<file path="config.mk">
export PLATFORM = sky130hd
export DESIGN_NAME = kbc_top
export DESIGN_NICKNAME = d
export VERILOG_FILES = /design/src/rtl/kbc_pkg.sv /design/src/rtl/kbc_decode.sv /design/src/rtl/kbc_top.sv
export SDC_FILE = /design/constraint.sdc
export NUM_CORES = 1
export LEC_CHECK = 0
export BUFFER_PORTS_ARGS = -buffer_cell sky130_fd_sc_hd__buf_2
export CAP_MARGIN = 10
export CORE_AREA = 3 3 67 57
export DETAILED_ROUTE_END_ITERATION = 12
export DIE_AREA = 0 0 70 60
export PLACE_DENSITY = 0.75
export SLEW_MARGIN = 20
export SYNTH_ARGS = -nofsm -noshare
export SYNTH_HDL_FRONTEND = slang
export SYNTH_SLANG_ARGS = --single-unit
</file>
<file path="constraint.sdc">
create_clock -name clk_i -period 3.41 [get_ports clk_i]
set_input_delay 0.341 -clock clk_i [delete_from_list [all_inputs] [get_ports clk_i]]
set_output_delay 0.341 -clock clk_i [all_outputs]
set_load 0.02 [all_outputs]
</file>
<file path="src/rtl/kbc_pkg.sv">
// Shared constants for the keyboard attachment control decoder.
// Assumes a 32-bit classic Wishbone register bus and a 20 MHz core clock.
package kbc_pkg;
   // Register byte offsets
   localparam logic [3:0] OFF_CMD = 4'h0;
   localparam logic [3:0] OFF_STATUS = 4'h4;
   localparam logic [3:0] OFF_IRQ_EN = 4'h8;
   localparam logic [3:0] OFF_IRQ_CLR = 4'hC;
   // Command register field positions
   localparam int CMD_CTRL_LSB = 0;
   localparam int CMD_FUNC_LSB = 8;
   localparam int CMD_MOD_BIT = 11;
   localparam int CMD_LOAD_BIT = 12;
   // Status register bit positions
   localparam int ST_LOCKED = 0;
   localparam int ST_PARITY = 1;
   localparam int ST_IEN = 2;
   localparam int ST_REQ = 3;
   localparam int ST_IRQ = 4;
   localparam int ST_CMD_LIGHTS = 5;
   localparam int ST_FIELD_LIGHTS = 6;
   localparam int ST_BADFMT = 7;
   localparam int ST_W = 8;
   localparam int ST_EV_LSB = 8;
   // Event bits for the sticky status
   localparam int EV_DONE = 0;
   localparam int EV_BADFMT = 1;
   localparam int EV_PARITY = 2;
   localparam int EV_W = 3;
   // Control-byte nibbles
   localparam logic [1:0] HI_DIAG = 2'h2;
   localparam logic [1:0] HI_PARITY = 2'h1;
   localparam logic [1:0] HI_BASIC = 2'h0;
   localparam logic [3:0] LO_NONE = 4'h0;
   localparam logic [3:0] LO_LOCK = 4'h8;
   localparam logic [3:0] LO_UNLOCK = 4'h4;
   localparam logic [3:0] LO_ENABLE = 4'h2;
   localparam logic [3:0] LO_DROP_REQ = 4'h1;
   // Reset values
   localparam logic RST_LOCKED = 1'b0;
   localparam logic [EV_W-1:0] RST_EV_EN = 3'h0;
endpackage

</file>
<file path="src/rtl/kbc_decode.sv">
// Combinational decode of one keyboard control byte into action strobes.
// Assumes the caller qualifies the strobes with a valid command.
`timescale 1ns/1ps
module kbc_decode (
   // Control byte
   input wire logic [7:0] ctrl_i,
   // Actions
   output logic set_req_o,
   output logic clr_parity_o,
   output logic lock_o,
   output logic unlock_o,
   output logic set_ien_o,
   output logic clr_ien_o,
   output logic drop_req_o
);
   logic [1:0] hi;
   logic [3:0] lo;
   always_comb begin
      hi = ctrl_i[5:4];
      lo = ctrl_i[3:0];
      set_req_o = (hi == kbc_pkg::HI_DIAG) && (lo == kbc_pkg::LO_NONE);
      clr_parity_o = (hi == kbc_pkg::HI_PARITY) && (lo == kbc_pkg::LO_NONE);
      lock_o = (hi == kbc_pkg::HI_BASIC) && (lo == kbc_pkg::LO_LOCK);
      unlock_o = (hi == kbc_pkg::HI_BASIC) && (lo == kbc_pkg::LO_UNLOCK);
      set_ien_o = (hi == kbc_pkg::HI_BASIC) && (lo == kbc_pkg::LO_ENABLE);
      clr_ien_o = (hi == kbc_pkg::HI_BASIC) && (lo == kbc_pkg::LO_NONE);
      drop_req_o = (hi == kbc_pkg::HI_BASIC) && (lo == kbc_pkg::LO_DROP_REQ);
   end
endmodule

</file>
<file path="src/rtl/kbc_top.sv">
// Keyboard attachment control decoder with a Wishbone register port.
// Assumes a classic Wishbone master, one clock, synchronous active-high reset.
//
// Overview of operation
// - Control byte XX10 0000 sets the keyboard interrupt request as a diagnostic.
// - Control byte XX01 0000 clears the latched parity-check condition.
// - Control byte XX00 1000 drops the bail and locks the keyboard.
// - Control byte XX00 0100 picks up the bail and unlocks the keyboard.
// - Control byte XX00 0010 enables and XX00 0000 disables keyboard interrupts.
// - Control byte XX00 0001 drops the pending request and keeps the enable state.
// - A load command with function X00 turns command lights off, X01 on, X1X toggles field lights.
`timescale 1ns/1ps
module kbc_top (
   // Clock and reset
   input wire logic clk_i,
   input wire logic rst_i,
   // Wishbone slave
   input wire logic cyc_i,
   input wire logic stb_i,
   input wire logic we_i,
   input wire logic [3:0] adr_i,
   input wire logic [3:0] sel_i,
   input wire logic [31:0] dat_i,
   output logic [31:0] dat_o,
   output logic ack_o,
   // Keyboard side
   input wire logic parity_err_i,
   output logic kbd_locked_o,
   output logic cmd_lights_o,
   output logic field_lights_o,
   output logic kbd_irq_o,
   output logic irq_o
);
   logic locked_q, locked_d, parity_q, parity_d, ien_q, ien_d, req_q, req_d;
   logic cmdl_q, cmdl_d, fldl_q, fldl_d, bad_q, bad_d;
   logic kirq_q, kirq_d, irq_q, irq_d, ack_q, ack_d;
   logic [31:0] rd_q, rd_d;
   logic [kbc_pkg::EV_W-1:0] ev_q, ev_d, en_q, en_d, ev_set;
   logic set_req, clr_par, lock, unlock, set_ien, clr_ien, drop_req;
   logic req_hit, wr, cmd_wr, is_load, fmt_ok;
   logic [2:0] func;

   kbc_decode u_dec (
      .ctrl_i(dat_i[kbc_pkg::CMD_CTRL_LSB +: 8]),
      .set_req_o(set_req),
      .clr_parity_o(clr_par),
      .lock_o(lock),
      .unlock_o(unlock),
      .set_ien_o(set_ien),
      .clr_ien_o(clr_ien),
      .drop_req_o(drop_req)
   );

   function automatic logic hit(input logic [3:0] a, input logic [3:0] off);
      hit = (a == off);
   endfunction

   always_comb begin
      req_hit = cyc_i && stb_i && !ack_q;
      wr = req_hit && we_i && sel_i[0];
      cmd_wr = wr && hit(adr_i, kbc_pkg::OFF_CMD);
      is_load = dat_i[kbc_pkg::CMD_LOAD_BIT];
      func = dat_i[kbc_pkg::CMD_FUNC_LSB +: 3];
      // A start with modifier or function set is flagged, not executed
      fmt_ok = !dat_i[kbc_pkg::CMD_MOD_BIT] && (func == 3'h0);
      locked_d = locked_q;
      parity_d = parity_q;
      ien_d = ien_q;
      req_d = req_q;
      cmdl_d = cmdl_q;
      fldl_d = fldl_q;
      bad_d = bad_q;
      ev_set = '0;
      if (cmd_wr && is_load) begin
         if (func[1]) begin
            fldl_d = !fldl_q;
         end else begin
            cmdl_d = func[0];
         end
         ev_set[kbc_pkg::EV_DONE] = 1'b1;
      end else if (cmd_wr && !fmt_ok) begin
         bad_d = 1'b1;
         ev_set[kbc_pkg::EV_BADFMT] = 1'b1;
      end else if (cmd_wr) begin
         bad_d = 1'b0;
         if (lock) locked_d = 1'b1;
         if (unlock) locked_d = 1'b0;
         if (set_ien) ien_d = 1'b1;
         if (clr_ien) ien_d = 1'b0;
         if (drop_req) req_d = 1'b0;
         if (set_req) req_d = 1'b1;
         if (clr_par) parity_d = 1'b0;
         ev_set[kbc_pkg::EV_DONE] = 1'b1;
      end
      // A new parity error outranks a clear in the same cycle
      if (parity_err_i) begin
         parity_d = 1'b1;
         ev_set[kbc_pkg::EV_PARITY] = 1'b1;
      end
      // Built from the next values so the line never lags the status bits it mirrors
      kirq_d = req_d && ien_d;
      en_d = en_q;
      if (wr && hit(adr_i, kbc_pkg::OFF_IRQ_EN)) en_d = dat_i[kbc_pkg::EV_W-1:0];
      ev_d = ev_q;
      if (wr && hit(adr_i, kbc_pkg::OFF_IRQ_CLR)) ev_d = ev_q & ~dat_i[kbc_pkg::EV_W-1:0];
      ev_d = ev_d | ev_set;
      irq_d = |(ev_d & en_d);
      // One wait state: ack follows the taking edge and falls on the next one
      ack_d = req_hit;
      rd_d = '0;
      if (req_hit && !we_i) begin
         case (adr_i)
            kbc_pkg::OFF_STATUS: begin
               rd_d[kbc_pkg::ST_LOCKED] = locked_q;
               rd_d[kbc_pkg::ST_PARITY] = parity_q;
               rd_d[kbc_pkg::ST_IEN] = ien_q;
               rd_d[kbc_pkg::ST_REQ] = req_q;
               rd_d[kbc_pkg::ST_IRQ] = kirq_q;
               rd_d[kbc_pkg::ST_CMD_LIGHTS] = cmdl_q;
               rd_d[kbc_pkg::ST_FIELD_LIGHTS] = fldl_q;
               rd_d[kbc_pkg::ST_BADFMT] = bad_q;
               rd_d[kbc_pkg::ST_EV_LSB +: kbc_pkg::EV_W] = ev_q;
            end
            kbc_pkg::OFF_IRQ_EN: begin
               rd_d[kbc_pkg::EV_W-1:0] = en_q;
            end
            default: begin
               rd_d = '0;
            end
         endcase
      end
   end

   always_ff @(posedge clk_i) begin
      if (rst_i) begin
         locked_q <= kbc_pkg::RST_LOCKED;
         parity_q <= 1'b0;
         ien_q <= 1'b0;
         req_q <= 1'b0;
         cmdl_q <= 1'b0;
         fldl_q <= 1'b0;
         bad_q <= 1'b0;
         kirq_q <= 1'b0;
         irq_q <= 1'b0;
         ack_q <= 1'b0;
         rd_q <= '0;
         ev_q <= '0;
         en_q <= kbc_pkg::RST_EV_EN;
      end else begin
         locked_q <= locked_d;
         parity_q <= parity_d;
         ien_q <= ien_d;
         req_q <= req_d;
         cmdl_q <= cmdl_d;
         fldl_q <= fldl_d;
         bad_q <= bad_d;
         kirq_q <= kirq_d;
         irq_q <= irq_d;
         ack_q <= ack_d;
         rd_q <= rd_d;
         ev_q <= ev_d;
         en_q <= en_d;
      end
   end

   assign dat_o = rd_q;
   assign ack_o = ack_q;
   assign kbd_locked_o = locked_q;
   assign cmd_lights_o = cmdl_q;
   assign field_lights_o = fldl_q;
   assign kbd_irq_o = kirq_q;
   assign irq_o = irq_q;

   // Command decode checks
   a_diag_sets_req: assert property (@(posedge clk_i) disable iff (rst_i)
      cmd_wr && !is_load && fmt_ok && dat_i[5:0] == 6'h20 |=> req_q)
      else $error("diagnostic command did not raise request");
   a_parity_clear: assert property (@(posedge clk_i) disable iff (rst_i)
      cmd_wr && !is_load && fmt_ok && dat_i[5:0] == 6'h10 && !parity_err_i |=> !parity_q)
      else $error("parity condition not cleared");
   a_parity_wins: assert property (@(posedge clk_i) disable iff (rst_i)
      parity_err_i |=> parity_q)
      else $error("parity error not latched");
   a_lock_kbd: assert property (@(posedge clk_i) disable iff (rst_i)
      cmd_wr && !is_load && fmt_ok && dat_i[5:0] == 6'h08 |=> kbd_locked_o)
      else $error("keyboard not locked");
   a_unlock_kbd: assert property (@(posedge clk_i) disable iff (rst_i)
      cmd_wr && !is_load && fmt_ok && dat_i[5:0] == 6'h04 |=> !kbd_locked_o)
      else $error("keyboard not unlocked");
   a_enable_ctl: assert property (@(posedge clk_i) disable iff (rst_i)
      cmd_wr && !is_load && fmt_ok && dat_i[5:0] == 6'h00 |=> !ien_q ##1 !kbd_irq_o)
      else $error("disable did not clear enable");
   a_enable_set: assert property (@(posedge clk_i) disable iff (rst_i)
      cmd_wr && !is_load && fmt_ok && dat_i[5:0] == 6'h02 |=> ien_q)
      else $error("enable command did not set enable");
   a_drop_keeps_en: assert property (@(posedge clk_i) disable iff (rst_i)
      cmd_wr && !is_load && fmt_ok && dat_i[5:0] == 6'h01 |=> !req_q && ien_q == $past(ien_q))
      else $error("drop request changed enable or kept request");
   a_bad_refused: assert property (@(posedge clk_i) disable iff (rst_i)
      cmd_wr && !is_load && !fmt_ok |=> bad_q && $stable(locked_q) && $stable(ien_q)
      && $stable(req_q))
      else $error("badly formed start was executed");
   a_lights_on: assert property (@(posedge clk_i) disable iff (rst_i)
      cmd_wr && is_load && func[1:0] == 2'h1 |=> cmd_lights_o)
      else $error("command lights not turned on");
   a_field_toggle: assert property (@(posedge clk_i) disable iff (rst_i)
      cmd_wr && is_load && func[1] |=> field_lights_o != $past(field_lights_o))
      else $error("field lights did not switch");
   a_irq_gated: assert property (@(posedge clk_i) disable iff (rst_i)
      kbd_irq_o == (req_q && ien_q))
      else $error("keyboard interrupt does not follow enabled request");

   // Bus and event interrupt checks
   a_ack_follows: assert property (@(posedge clk_i) disable iff (rst_i)
      cyc_i && stb_i && !ack_o |=> ack_o)
      else $error("request not acknowledged in one cycle");
   a_ack_pulse: assert property (@(posedge clk_i) disable iff (rst_i)
      ack_o |=> !ack_o)
      else $error("acknowledge held longer than one cycle");
   a_irq_level: assert property (@(posedge clk_i) disable iff (rst_i)
      irq_o == |(ev_q & en_q))
      else $error("interrupt line does not match enabled events");
endmodule

</file>
==> reports/metrics.yaml <==
ys_seq_area_share_pct: 42.9
placed_area_sq_um: 1390
insertion_delay_ns: 0.27
drc: 0
min_period_over_period_pct: 48.3
cts_buffer_depth: 2
synth_compound_area_share_pct: 9.62
via_per_inst: 4.63
status: "complete, no violations"
fin_area_sq_um: 1440
crit_path_start_kind: "register"
core_area_sq_um: 3110
htree_num_levels: 1
fin_skew_ns: 0.00194
yosys.area_share.simple_pct: 26.7
synth_top_area_share_pct: 42.9
cts_sinks: 27
crit_family: "simple AND/OR/NAND/NOR gates"
io_buffers: 38
yosysMostFrequentCell: "dfxtp_1"
cts_hold_repair.buffers: 0
slowest_stage: "and4_1"
async_flop_share_pct: 0
slew_violations: 0
dp_cells: 206
fin_cells: 210
netlist_area_sq_um: 1260
firstDrtPassIters: 4
synth_xor_area_share_pct: 0.694
hpwl_um: 1880
total_power_uw: 564
first_iter_violations: 65
ys.flop_type: "dfxtp_1"
crit_start: "ack_o$_SDFF_PP0_"
fin_crit_ns: 1.65
synth_common_cells: "dfxtp_1 (27), buf_4 (21), nor2_1 (15)"
synth_top_family_by_area: "simple AND/OR/NAND/NOR gates"
ant_nets: 0
antenna-diode-count: 0
min_path_type: "primary input to register"
cts_buffers: 3
worst-path-max-fanout: 9
synth_edf_count: 0
grtUsageTotal_pct: 11.8
worstPathArrival_ns: 1.82
syn2layout_area_growth_pct: 14.0
finalWeightedCongestion: 0.781
max_freq_mhz: 607
cts_setup_buffers: 0
syn_inst: 133
clkSlewWorstSetupHoldPaths_ns: 0.09
synth_cell_types: 35
rows: 18
io_pins: 84
cpPeakStageDelay_ns: 0.44
cp_data_required_time_ns: 3.59
grt_pass1_vias: 842
pwr_density_cell_nw_per_um2: 392
yosysTopAreaCell: "dfxtp_1"
grt.overflow.total: 0
grt_max_degree: 17
die_h_um: 60
hp-start: "parity_err_i"
path_buf_inv: 0
power.static_leakage_uw: 0.000701
ys_ff_latch: 27
avgSynthCellArea_sq_um: 9.48
start_util_pct: 40.6
fin_nets: 217
root_buffer: "clkbuf_8"
cts_tree: "yes"
synth-adder-area-share_pct: 0
post_cts_resized: 0
antenna_found_initial: 0
drv_cap: 0
setup-tns-final_ns: 0
hold_viol: 0
crit_chain: "and3b_1 -> and4_1 -> a41o_1 -> a21oi_1 -> and2_1"
worstReg2RegStart: "ack_o$_SDFF_PP0_"
synth_warnings: 0
setup_viol: 0
wirelength_um: 2440
grt_pass1_wl_um: 3860
wl_per_cell_um: 11.6
peakVddDrop_v: 0.000255
rsz0062_at_grt: "false"
endpoint_kind: "register"
die_w_um: 70
layout-drive-gt1-share_pct: 27.6
synthMuxAreaShare_pct: 3.17
synth.area.top_cells: "dfxtp_1 (43%), buf_4 (13%), and2_1 (4.5%)"
vias: 973
dieArea_sq_um: 4200
path_class: "register to register"
==> tightest hold or removal path: cells and delay by family <==
kind                   cells  cell delay (ns)
AO/OA/AOI/OAI              1             0.04
buffers and inverters      1             0.10
AND/OR/NAND/NOR            1             0.07
==> path summary, 6_finish.rpt <==
path,to,slack [ns],depth (start not counted)
worst max-delay path,kbd_irq_o$_SDFF_PP0_,1.76,5
worst min-delay path,parity_q$_SDFFE_PP0P_,0.31,3
worst max register to register,kbd_irq_o$_SDFF_PP0_,1.76,5
worst min register to register,dat_o[4]$_SDFF_PP0_,0.46,1
==> power breakdown <==
part / internal (uW) / switching, uW / leakage, uW
Combinational: 16.6 / 44.3 / 0.000461
Sequential: 317 / 1.10 / 0.000218
Clock: 82.9 / 101 / 0.0000217
Total: 417 / 147 / 0.000701
==> cell families after synthesis <==
family          count (synthesis)
compound gates                 15
xor+xnor                        1
buf+inv                        31
flops                          27
mux                             4
other cells                     1
simple gates                   54
==> cells in the final DEF, fill, tap and decap left out, types with 2 or more instances in the layout <==
cell / instances
mux2i_1: 4
a21oi_1: 2
nor2b_1: 5
nand3_1: 3
buf_2: 38
a2bb2oi_1: 2
clkbuf_8: 3
and4_1: 2
and3b_1: 2
conb_1: 21
nand4_1: 4
nor3_1: 6
a22o_1: 3
dfxtp_1: 27
inv_1: 6
and2_1: 9
nor2_1: 15
==> layer usage <==
metal	track usage [%]	vias to the layer above	wire length, um
met5	0	-	0
li1	-	492	-
met1	15.6	436	1120
met4	4.10	0	25
met2	18.3	41	1090
met3	3.87	4	206
==> sequential cells by signal, summed over array words and instances, names as in the netlist <==
| register | count |
|---|---|
| bad_q | 1 |
| kbd_irq_o | 1 |
| field_lights_o | 1 |
| ack_o | 1 |
| dat_o | 11 |
| ev_q | 3 |
| req_q | 1 |
| ien_q | 1 |
| parity_q | 1 |
| cmd_lights_o | 1 |
| irq_o | 1 |
| en_q | 3 |
| kbd_locked_o | 1 |
==> cell type report <==
type,instances,area [sq um]
tap,40,50.0
clock buffer,3,41.3
clock inverter,1,7.51
inverter,6,22.5
timing repair buffer,38,190
sequential,27,541
fill,296,1670
multi-input combinational,95,586
==> stage by stage <==
stage / hold WS, ns / setup WS (ns) / util [%]
floorplan: 0.407 / 1.84 / -
global placement: 0.445 / 1.64 / 44.7
detailed placement: 0.447 / 1.65 / 44.7
CTS: 0.307 / 1.76 / 46.3
global route: 0.294 / 1.61 / 46.3
finish: 0.309 / 1.76 / 46.3
Note: power is estimated with default switching activity, not from simulation.
